## config.mk

```make
export PLATFORM = sky130hd
export DESIGN_NAME = phy_link_integrity
export DESIGN_NICKNAME = d
export VERILOG_FILES = /design/src/rtl/phy_link_pkg.sv /design/src/rtl/phy_link_integrity.sv
export VERILOG_INCLUDE_DIRS = /design/src /design/src/rtl
export SDC_FILE = /design/constraint.sdc
export NUM_CORES = 1
export LEC_CHECK = 0
export BUFFER_PORTS_ARGS = -buffer_cell sky130_fd_sc_hd__buf_2
export CORE_ASPECT_RATIO = 0.8
export CORE_MARGIN = 2
export CORE_UTILIZATION = 45
export DETAILED_ROUTE_END_ITERATION = 10
export GPL_ROUTABILITY_DRIVEN = 0
export SETUP_SLACK_MARGIN = 0.2
export SLEW_MARGIN = 10
export SYNTH_ARGS = -nofsm -noshare
export SYNTH_HDL_FRONTEND = slang
export SYNTH_SLANG_ARGS = --single-unit
```

## constraint.sdc

```tcl
create_clock -name core_clk -period 8.6 [get_ports core_clk]
set_clock_uncertainty 0.2 [all_clocks]
set_input_delay 0.43 -clock core_clk [delete_from_list [all_inputs] [get_ports core_clk]]
set_output_delay 0.43 -clock core_clk [all_outputs]
set_load 0.005 [all_outputs]
```

## src/rtl/phy_link_map.svh

```systemverilog
// Constants for the per-port link integrity and line coding block.
// Assumes a 100 MHz core clock and a plain strobe register port.
`ifndef PHY_LINK_MAP_SVH
`define PHY_LINK_MAP_SVH

// Clock rate
`define CLK_KHZ          100000
// Register indices
`define REG_STATUS       8'h01
`define REG_PORT_CTRL    8'h18
// Status fields
`define ST_LINK_PASS     2
`define ST_JABBER        1
`define ST_POL_INVERT    8
`define ST_POL_LOCKED    9
`define ST_PLL_LOCKED    10
`define ST_FEFI_ACTIVE   11
// Port control fields
`define CT_JABBER_OFF    12
`define CT_FEFI_FORCE    7
`define CT_FEFI_EN       6
`define CT_RESET         16'h0000
// Times in their own unit
`define JABBER_MS        50
`define UNJAB_MS         500
// Line coding counts
`define FEFI_ONES        16
`define FEFI_REPEATS     3
`define LOCK_TRANS       59
`define MAX_RUN          60
`define RX_DIV           5
`define RX_CLK_HIGH      2
`endif

```

## src/rtl/phy_link_pkg.sv

```systemverilog
// Types for the per-port link integrity and line coding block.
// Constants live in phy_link_map.svh.
package phy_link_pkg;
  typedef struct packed {
    logic speed_100;
    logic fiber;
  } line_mode_s;

  typedef struct packed {
    logic [4:0] bits;
    logic       valid;
  } rx_word_s;

  typedef enum logic [1:0] {
    MLT_ZERO  = 2'b00,
    MLT_PLUS  = 2'b01,
    MLT_MINUS = 2'b11
  } mlt_level_e;

  typedef enum {LINK_FAIL, LINK_PASS} link_state_e;
  typedef enum {JAB_IDLE, JAB_TRIPPED, JAB_UNJAB} jab_state_e;
  typedef enum {POL_SEEK, POL_SET, POL_ONE, POL_LOCKED} pol_state_e;
endpackage

```

## src/rtl/phy_link_integrity.sv

```systemverilog
// Per-port link integrity, jabber, polarity, far-end fault and line coding.
// Assumes all inputs synchronous to core_clk; line bits arrive as strobes.
//
// Contract
// - Start in link fail; pass only via negotiation.
// - Carrier sense follows qualified receive activity in pass.
// - 10M transmit too long disables transmit path.
// - Link test pulses continue while jabbered.
// - Jabber sets status bit in register 1.
// - Unjab interval after codec stream stops.
// - Carrier sense tracks receive pair during jabber.
// - Register 24 bit 12 disables jabber.
// - First link pulse sets receive polarity.
// - Polarity locks after two packets, while linked.
// - Polarity logic only in 10M twisted pair.
// - Fault pattern: ones then zero, three repeats.
// - Fault on no activity, PLL error, force bit.
// - Fault enable defaults by fiber mode, writable.
// - Three-level coder: one transitions, zero holds.
// - Copper line rate 125M, fundamental 31.25 MHz.
// - DC restoration bypassed in 10M twisted pair.
// - Recovered bit clock divided by five for receive.
// - Lock within 60 transitions; hold 60 bits.
// - Without valid data, receive clock uses transmit.
// - NRZI to NRZ, shifted into 5-bit words.
`timescale 1ns/1ns
`include "phy_link_map.svh"

module phy_link_integrity #(
  parameter int JABBER_CYCLES = `JABBER_MS * `CLK_KHZ,
  parameter int UNJAB_CYCLES  = `UNJAB_MS * `CLK_KHZ,
  parameter int FEFI_ONES     = `FEFI_ONES
) (
  // Clock and reset
  input  wire logic                     core_clk,
  input  wire logic                     rst,
  // Register port
  input  wire logic [7:0]               reg_addr,
  input  wire logic [15:0]              reg_wdata,
  input  wire logic                     reg_wr,
  input  wire logic                     reg_rd,
  output logic [15:0]                   reg_rdata,
  // Port mode and negotiation
  input  wire phy_link_pkg::line_mode_s mode,
  input  wire logic                     an_link_ok,
  // Receive qualification and link pulses
  input  wire logic                     rx_activity,
  input  wire logic                     nlp_seen,
  input  wire logic                     nlp_inverted,
  input  wire logic                     rx_packet_end,
  // Transmit side from the codec
  input  wire logic                     codec_tx_active,
  input  wire logic                     tx_bit_en,
  input  wire logic                     tx_nrzi,
  // Recovered serial stream
  input  wire logic                     rec_bit_en,
  input  wire logic                     rec_bit,
  input  wire logic                     rec_signal_err,
  // Status toward the MAC
  output logic                          link_pass,
  output logic                          crs,
  output logic                          tx_path_en,
  output logic                          link_pulse_en,
  output logic                          polarity_invert,
  output logic                          dc_restore_en,
  // Line side
  output logic                          tx_line_bit,
  output phy_link_pkg::mlt_level_e      mlt_level,
  output logic                          fefi_active,
  // Receive toward the PCS
  output logic                          pll_locked,
  output logic                          rx_clk,
  output phy_link_pkg::rx_word_s        rx_word
);

  phy_link_pkg::link_state_e link_st;
  phy_link_pkg::jab_state_e  jab_st;
  phy_link_pkg::pol_state_e  pol_st;
  logic [15:0] port_ctrl;
  logic        jabber_flag;
  logic        fefi_en;
  logic        init_done;
  logic [31:0] jab_cnt;
  logic [1:0]  mlt_phase;
  logic [7:0]  fefi_cnt;
  logic [1:0]  fefi_rep;
  logic [6:0]  run_cnt;
  logic [6:0]  trans_cnt;
  logic        rec_prev;
  logic        nrzi_prev;
  logic [2:0]  div_cnt;
  logic [4:0]  shift;
  logic        is_10tp;
  logic        jab_on;
  logic        fefi_req;
  logic        bit_en;
  logic        status_rd;
  logic [15:0] status_word;

  // Mode decode and shared strobes
  assign is_10tp   = !mode.speed_100 && !mode.fiber;
  assign jab_on    = is_10tp && !port_ctrl[`CT_JABBER_OFF];
  assign bit_en    = pll_locked ? rec_bit_en : tx_bit_en;
  assign status_rd = reg_rd && reg_addr == `REG_STATUS;
  assign fefi_req  = fefi_en && (!rx_activity || rec_signal_err || !pll_locked || port_ctrl[`CT_FEFI_FORCE]);
  assign status_word = 16'(({15'h0, link_pass} << `ST_LINK_PASS) | ({15'h0, jabber_flag} << `ST_JABBER)
                     | ({15'h0, polarity_invert} << `ST_POL_INVERT)
                     | ({15'h0, pol_st == phy_link_pkg::POL_LOCKED} << `ST_POL_LOCKED)
                     | ({15'h0, pll_locked} << `ST_PLL_LOCKED) | ({15'h0, fefi_active} << `ST_FEFI_ACTIVE));

  // Register writes and read data one cycle later
  always_ff @(posedge core_clk or posedge rst) begin
    if (rst) begin
      port_ctrl <= `CT_RESET;
      reg_rdata <= 16'h0000;
    end else begin
      if (reg_wr && reg_addr == `REG_PORT_CTRL) begin
        port_ctrl <= reg_wdata;
      end
      if (reg_rd && reg_addr == `REG_PORT_CTRL) begin
        reg_rdata <= port_ctrl;
      end else if (status_rd) begin
        reg_rdata <= status_word;
      end else begin
        reg_rdata <= 16'h0000;
      end
    end
  end

  // Fault enable follows the mode at reset release, then software
  always_ff @(posedge core_clk or posedge rst) begin
    if (rst) begin
      init_done <= 1'b0;
      fefi_en   <= 1'b0;
    end else begin
      init_done <= 1'b1;
      if (!init_done) begin
        fefi_en <= mode.fiber;
      end else if (reg_wr && reg_addr == `REG_PORT_CTRL) begin
        fefi_en <= reg_wdata[`CT_FEFI_EN];
      end
    end
  end

  // Link state and carrier sense
  always_ff @(posedge core_clk or posedge rst) begin
    if (rst) begin
      link_st   <= phy_link_pkg::LINK_FAIL;
      link_pass <= 1'b0;
      crs       <= 1'b0;
    end else begin
      unique case (link_st)
        phy_link_pkg::LINK_FAIL: if (an_link_ok) link_st <= phy_link_pkg::LINK_PASS;
        phy_link_pkg::LINK_PASS: if (!an_link_ok) link_st <= phy_link_pkg::LINK_FAIL;
      endcase
      link_pass <= link_st == phy_link_pkg::LINK_PASS;
      crs       <= link_st == phy_link_pkg::LINK_PASS && rx_activity;
    end
  end

  // Jabber timer and unjab recovery
  always_ff @(posedge core_clk or posedge rst) begin
    if (rst) begin
      jab_st  <= phy_link_pkg::JAB_IDLE;
      jab_cnt <= 32'h0;
    end else if (!jab_on) begin
      jab_st  <= phy_link_pkg::JAB_IDLE;
      jab_cnt <= 32'h0;
    end else begin
      unique case (jab_st)
        phy_link_pkg::JAB_IDLE: begin
          if (!codec_tx_active) begin
            jab_cnt <= 32'h0;
          end else if (jab_cnt == 32'(JABBER_CYCLES - 1)) begin
            jab_st  <= phy_link_pkg::JAB_TRIPPED;
            jab_cnt <= 32'h0;
          end else begin
            jab_cnt <= jab_cnt + 32'h1;
          end
        end
        phy_link_pkg::JAB_TRIPPED: begin
          if (!codec_tx_active) jab_st <= phy_link_pkg::JAB_UNJAB;
        end
        phy_link_pkg::JAB_UNJAB: begin
          if (codec_tx_active) begin
            jab_st  <= phy_link_pkg::JAB_TRIPPED;
            jab_cnt <= 32'h0;
          end else if (jab_cnt == 32'(UNJAB_CYCLES - 1)) begin
            jab_st  <= phy_link_pkg::JAB_IDLE;
            jab_cnt <= 32'h0;
          end else begin
            jab_cnt <= jab_cnt + 32'h1;
          end
        end
      endcase
    end
  end

  // Path enable, link pulses, sticky jabber flag cleared by status read
  always_ff @(posedge core_clk or posedge rst) begin
    if (rst) begin
      tx_path_en    <= 1'b0;
      link_pulse_en <= 1'b0;
      dc_restore_en <= 1'b0;
      jabber_flag   <= 1'b0;
    end else begin
      tx_path_en    <= jab_st == phy_link_pkg::JAB_IDLE;
      link_pulse_en <= !mode.speed_100;
      dc_restore_en <= !is_10tp;
      if (jab_st == phy_link_pkg::JAB_TRIPPED) begin
        jabber_flag <= 1'b1;
      end else if (status_rd) begin
        jabber_flag <= 1'b0;
      end
    end
  end

  // Polarity detect on first link pulse, lock after two packets
  always_ff @(posedge core_clk or posedge rst) begin
    if (rst) begin
      pol_st          <= phy_link_pkg::POL_SEEK;
      polarity_invert <= 1'b0;
    end else if (!is_10tp) begin
      pol_st          <= phy_link_pkg::POL_SEEK;
      polarity_invert <= 1'b0;
    end else begin
      unique case (pol_st)
        phy_link_pkg::POL_SEEK: if (nlp_seen) begin
          polarity_invert <= nlp_inverted;
          pol_st          <= phy_link_pkg::POL_SET;
        end
        phy_link_pkg::POL_SET:  if (rx_packet_end) pol_st <= phy_link_pkg::POL_ONE;
        phy_link_pkg::POL_ONE:  if (rx_packet_end) pol_st <= phy_link_pkg::POL_LOCKED;
        phy_link_pkg::POL_LOCKED: if (!link_pass) pol_st <= phy_link_pkg::POL_SEEK;
      endcase
    end
  end

  // Far-end fault pattern runs at least three full repeats
  always_ff @(posedge core_clk or posedge rst) begin
    if (rst) begin
      fefi_active <= 1'b0;
      fefi_cnt    <= 8'h0;
      fefi_rep    <= 2'h0;
    end else if (!fefi_active) begin
      fefi_active <= fefi_req;
      fefi_cnt    <= 8'h0;
      fefi_rep    <= 2'h0;
    end else if (bit_en) begin
      if (fefi_cnt == 8'(FEFI_ONES)) begin
        fefi_cnt <= 8'h0;
        if (fefi_rep != 2'(`FEFI_REPEATS - 1)) begin
          fefi_rep <= fefi_rep + 2'h1;
        end else if (!fefi_req) begin
          fefi_active <= 1'b0;
        end
      end else begin
        fefi_cnt <= fefi_cnt + 8'h1;
      end
    end
  end

  // Line bit and three-level coder, one step per bit strobe
  always_ff @(posedge core_clk or posedge rst) begin
    if (rst) begin
      tx_line_bit <= 1'b0;
      mlt_phase   <= 2'h0;
      mlt_level   <= phy_link_pkg::MLT_ZERO;
    end else if (tx_bit_en) begin
      tx_line_bit <= fefi_active ? (fefi_cnt != 8'(FEFI_ONES)) : tx_nrzi;
      if (fefi_active ? (fefi_cnt != 8'(FEFI_ONES)) : tx_nrzi) begin
        mlt_phase <= mlt_phase + 2'h1;
        unique case (mlt_phase + 2'h1)
          2'h1:    mlt_level <= phy_link_pkg::MLT_PLUS;
          2'h3:    mlt_level <= phy_link_pkg::MLT_MINUS;
          default: mlt_level <= phy_link_pkg::MLT_ZERO;
        endcase
      end
    end
  end

  // Recovery lock: transitions to acquire, run length to drop
  always_ff @(posedge core_clk or posedge rst) begin
    if (rst) begin
      pll_locked <= 1'b0;
      run_cnt    <= 7'h0;
      trans_cnt  <= 7'h0;
      rec_prev   <= 1'b0;
    end else if (rec_bit_en) begin
      rec_prev <= rec_bit;
      if (rec_bit != rec_prev) begin
        run_cnt <= 7'h0;
        if (!pll_locked) begin
          if (trans_cnt == 7'(`LOCK_TRANS - 1)) begin
            pll_locked <= 1'b1;
          end
          trans_cnt <= trans_cnt + 7'h1;
        end
      end else if (run_cnt == 7'(`MAX_RUN)) begin
        pll_locked <= 1'b0;
        trans_cnt  <= 7'h0;
      end else begin
        run_cnt <= run_cnt + 7'h1;
      end
    end
  end

  // Divide-by-five receive clock and NRZI to NRZ word shifter
  always_ff @(posedge core_clk or posedge rst) begin
    if (rst) begin
      div_cnt   <= 3'h0;
      rx_clk    <= 1'b0;
      nrzi_prev <= 1'b0;
      shift     <= 5'h0;
      rx_word   <= '0;
    end else begin
      rx_word.valid <= 1'b0;
      // Previous line bit follows every strobe, so the first bit after lock decodes right
      if (rec_bit_en) begin
        nrzi_prev <= rec_bit;
      end
      if (bit_en) begin
        div_cnt <= (div_cnt == 3'(`RX_DIV - 1)) ? 3'h0 : div_cnt + 3'h1;
        rx_clk  <= div_cnt < 3'(`RX_CLK_HIGH);
        if (pll_locked) begin
          shift     <= {shift[3:0], rec_bit ^ nrzi_prev};
          if (div_cnt == 3'(`RX_DIV - 1)) begin
            rx_word.bits  <= {shift[3:0], rec_bit ^ nrzi_prev};
            rx_word.valid <= 1'b1;
          end
        end
      end
    end
  end
endmodule

```

Word-level counts from Yosys, hierarchy flattened --
Cells that the tools add are included.
Cells by class: multiplexer cells 59, bitwise operators 6, add/subtract/negate cells 7, reduce and logical (&&, ||, !) cells 33, magnitude comparators 1, equality and inequality tests 41
Operator list (number):
- $mux W32 | 18
- $eq A32 B2 Y1 const B | 5
- $logic_not A32 Y1 | 4
- $pmux W32 S2 | 2
- $pmux W32 S4 | 1
- $eq A32 B1 Y1 const B | 3
- $pmux W32 S3 | 1
- $mux W7 | 5
- $add A32 B1 Y32 const B | 1
- $eq A32 B23 Y1 const B | 1
- $eq A32 B26 Y1 const B | 1
- $eq A32 B3 Y1 const B | 1
- $mux W16 | 2
- $mux W8 | 3
- $mux W1 | 21
- $ne A3 B3 Y1 const B | 7
- $eq A8 B5 Y1 const B | 2
- $add A7 B1 Y7 const B | 2
- $eq A7 B6 Y1 const B | 2
- $ne A2 B2 Y1 const B | 6
- $or A11 B12 Y12 | 1
- $reduce_and A2 Y1 | 6
- $or A10 B11 Y11 | 1
- $ne A2 B1 Y1 const B | 5
- 25 further kinds | 46
Word-level totals: register bits 215, output and inout bits 34

Logic depth before layout (Yosys ltp) --
depth in word-level cells 10, mapped depth 8, gate-level depth less buffers 8

Worst setup path before layout --
Ideal clock, no wire load.
kind register to register, start point reg fefi_cnt[0], end point reg mlt_level[1], setup slack 6.229 ns, path buffers 0, arrival 2.046 ns, stages on the path, launching flop included 8, library setup time 0.125 ns, path through dfrtp_1 > inv_1 > ha_1 > or4b_4 > o41ai_4 > o21ai_2 > nand2_2 > mux2_2
Between the ends: word-level cells in the longest chain between the ends 3
RTL lines:
- start: declaration | line phy_link_integrity.sv:85 | logic [7:0] fefi_cnt;
- start signal: assignment | line phy_link_integrity.sv:258 | fefi_cnt <= fefi_cnt + 8'h1;
- $ne A8 B5 Y1 | line phy_link_integrity.sv:271 | if (fefi_active ? (fefi_cnt != 8'(FEFI_ONES)) : tx_nrzi) begin
- $mux W1 | line phy_link_integrity.sv:271
- $reduce_and A2 Y1 (no line)
- end signal: assignment | line phy_link_integrity.sv:274 | 2'h1: mlt_level <= phy_link_pkg::MLT_PLUS;
- end signal: assignment | line phy_link_integrity.sv:275 | 2'h3: mlt_level <= phy_link_pkg::MLT_MINUS;
- end signal: assignment | line phy_link_integrity.sv:276 | default: mlt_level <= phy_link_pkg::MLT_ZERO;
- end: declaration | line phy_link_integrity.sv:68 | output phy_link_pkg::mlt_level_e mlt_level,
Every way passes these cells. A chain may end at the register's enable or synchronous reset.

Worst setup path in the final report --
start point reg jab_st[0], end point reg jab_cnt[12]
Between the ends: word-level cells in the longest chain between the ends 3
RTL lines:
- start: declaration | line phy_link_integrity.sv:77 | phy_link_pkg::jab_state_e jab_st;
- start signal: assignment | line phy_link_integrity.sv:164 | jab_st <= phy_link_pkg::JAB_IDLE;
- start signal: assignment | line phy_link_integrity.sv:167 | jab_st <= phy_link_pkg::JAB_IDLE;
- start signal: assignment | line phy_link_integrity.sv:175 | jab_st <= phy_link_pkg::JAB_TRIPPED;
- $eq A32 B2 Y1 or $logic_not A32 Y1 (tied branches) | line phy_link_integrity.sv:170 | unique case (jab_st)
- $pmux W32 S2 | line phy_link_integrity.sv:170
- $mux W32 | line phy_link_integrity.sv:166 | end else if (!jab_on) begin
- end signal: assignment | line phy_link_integrity.sv:178 | jab_cnt <= jab_cnt + 32'h1;
- end signal: assignment | line phy_link_integrity.sv:192 | jab_cnt <= jab_cnt + 32'h1;
- end: declaration | line phy_link_integrity.sv:83 | logic [31:0] jab_cnt;
Several ways; a longest one is shown, not always the timed one.

==> reports/metrics.cfg <==
[clocking]
htree_num_levels = 4
clock_tree.root_cell = clkbuf_16
cts.sinks = 124
cts-buffers-inserted = 17
clk_latency_ns = 0.41
clock_path_buffers = 2
clk_pin_slew_worst_paths_ns = 0.06
post_cts_buffers = 0
cts_tree = built
ctsHoldBuffers = 3
post_cts_resized = 0

[logic_synthesis]
netlist_area_mm2 = 0.00588
synth_cell_types = 56
post_synth.cell_area_avg_um2 = 10.3
seq_area_frac_synth_pct = 52.8
synth-edff-count = 0
ys_ff_latch = 124
syn_inst = 569
synth_warnings = 0
synthFlopType = dfrtp_1
async_flop_share_pct = 100
syn_nets = 626

[floorplanning]
start_util_pct = 45.8
rows = 37
die_h_um = 106
die_w_um = 132
ios = 75
dieArea_mm2 = 0.0140
core-area_mm2 = 0.0128

[setup_path]
crit_fanout = 20
rrSetupSlack_ns = 5.87
required_ns = 8.68
r2r-start = jab_st[0]$_DFFE_PP0P_
arrival_ns = 2.81
crit_type = flip-flop to flip-flop
cp.buffers_inverters = 0
cp-start-kind = flip-flop
endpoint_kind = flip-flop
r2r-end = jab_cnt[12]$_DFFE_PP0P_
cpMaxStageDelayCell = dfrtp_1
crit_chain = nand2b_1 > and2_1 > o21ai_0 > nand3_2 > o21ai_4 > nor2_1
critPathMaxStageDelay_ns = 0.62
cp_top_family = simple AND/OR/NAND/NOR gates
worstRegToRegCells = 6

[global_route]
first_global_vias = 4348
grt_start_max_net_pins = 66
grt_overflow_total = 0
grt_pass1_wl_mm = 21.5
grt_use_total_pct = 19.3
antenna_found_initial = 0

[timing]
max_freq_mhz = 366
min_period_ns = 2.73
setup_tns_ns = 0
rsz0062_at_grt = false
post-route-period-util_pct = 31.7
finalSetupViolations = 0
finalHoldWorstSlack_ns = 0.0458
worst_pin_slew_ns = 0.951
finalMaxSlewViolations = 0
hold_violations = 0
slew_headroom_pct = 36.2

[drt]
drc = 0
drtAntennaViolNets = 0
dr.pass1.iters = 5
drt_wl_total_mm = 12.7
vias_per_cell = 5.38
dr.first_iter.drc_count = 267
avgRoutedWirePerCell_um = 15.2
vias = 4512

[place]
io_buffers = 74
place.detailed.instances = 803
dpl.hpwl_mm = 9.02
place_area_mm2 = 0.00640

[finish]
final_cell_area_mm2 = 0.00705
fin_cells = 838
synthToLayoutAreaGrowth_pct = 19.9
fin_nets = 707
antenna_cells = 0
layout-drive-gt1-share_pct = 22.0
fin_util_pct = 55.0

[worst_hold_path]
min_to = port_ctrl[15]$_DFFE_PP0P_
timing.hold.worst_path_depth = 2
hp-class = input port to flip-flop
min_from = reg_wdata[15]

[power_and_ir_drop]
leakage_nw = 3.31
ir_drop_v = 0.000142
power_density_mw_per_mm2 = 238

[status]
status = complete, no violations

[job]
drv_cap = 0

==> how the worst max path moves through the flow <==
stage | end | startpoint | cells past startpoint
after global routing | jab_cnt[13]$_DFFE_PP0P_ | jab_st[0]$_DFFE_PP0P_ | 6
final | jab_cnt[12]$_DFFE_PP0P_ | jab_st[0]$_DFFE_PP0P_ | 6
after floorplan | crs$_DFF_PP0_ | rst | 1
after global placement | jab_cnt[10]$_DFFE_PP0P_ | jab_cnt[0]$_DFFE_PP0P_ | 7
after CTS | jab_cnt[12]$_DFFE_PP0P_ | jab_st[0]$_DFFE_PP0P_ | 6
after detailed placement | jab_cnt[12]$_DFFE_PP0P_ | jab_st[0]$_DFFE_PP0P_ | 6
==> cell usage after synthesis (16+ instances only) <==
master | instances | area, um^2
mux2_2 | 24 | 270
nand3_1 | 19 | 95.1
ha_1 | 16 | 200
nand2_1 | 54 | 203
dfrtp_1 | 124 | 3100
a21oi_1 | 18 | 90.1
nor2_1 | 54 | 203
a31oi_1 | 22 | 138
and2_1 | 16 | 100
nand4_1 | 17 | 106
inv_1 | 27 | 101
o21ai_0 | 24 | 120
xor2_1 | 16 | 140
==> power by group <==
part,total (W),internal [W],switching [W]
sequential,0.000722,0.000657,0.0000652
combinational,0.000213,0.000101,0.000112
clock,0.000741,0.000461,0.000280
total,0.00168,0.00122,0.000457
==> area by class of cell <==
cell class | instances | area, um^2
fill | 1169 | 5780
inverter | 27 | 104
clock buffer | 17 | 425
tap | 175 | 219
sequential | 124 | 3100
multi-input combinational | 402 | 2600
timing repair buffer | 78 | 408
clock inverter | 15 | 188
==> worst register-to-register path, stage by stage, from the launching register on <==
cell      delay, ns
dfrtp_1        0.62
nand2b_1       0.30
and2_1         0.19
o21ai_0        0.28
nand3_2        0.38
o21ai_4        0.51
nor2_1         0.11
==> metal layers <==
metal	vias to the layer above	routed length [um]	track usage [%]
met5	-	0	0
li1	2181	-	-
met4	0	136	5.90
met1	2187	6230	26.8
met3	12	863	6.25
met2	132	5510	28.9
==> cell usage in the layout (no fill, tap or decap), types with 4 or more instances in the layout <==
cell type / n
clkbuf_16: 17
a31oi_1: 22
nor4_1: 6
nand4_1: 17
a22o_1: 7
and3_1: 13
dfrtp_1: 124
ha_1: 16
a21oi_1: 18
nor2_1: 54
nand3_1: 19
inv_1: 26
xnor2_1: 11
mux2_2: 24
nor3_1: 13
and2_1: 16
inv_6: 4
and4_1: 4
o21ai_0: 24
xor2_1: 16
or3_1: 5
a21o_1: 4
nand2b_1: 13
nand2_1: 54
buf_2: 74
==> state kept, by name, indices dropped and copies added, names as in the netlist, 2 cells and up <==
register / flops
div_cnt: 3
fefi_cnt: 8
fefi_rep: 2
jab_cnt: 32
jab_st: 2
mlt_level: 2
mlt_phase: 2
pol_st: 2
port_ctrl: 16
reg_rdata: 16
run_cnt: 7
rx_word: 6
shift: 4
trans_cnt: 7
==> stage by stage <==
step	total power (W)	setup slack, ns
detailed placement	0.000945	5.84
global placement	0.000931	5.97
floorplan	0.000872	4.67
CTS	0.00169	5.85
finish	0.00168	5.87
global route	0.00176	5.65
==> kinds of logic (layout without fill, tap and decap cells) <==
kind of cell               Yosys count  in the layout  synth area share [%]
buffers and inverters               43            137                  2.96
muxes                               27             27                  5.11
AOI/OAI and AO/OA                   96             96                  11.0
other                                1              1                0.0638
and+or+nand+nor                    235            235                  20.7
xor gates and xnor gates            27             27                  4.02
DFF                                124            124                  52.8
adders and majority gates           16             16                  3.41
Note: power is estimated with default switching activity, not from simulation.
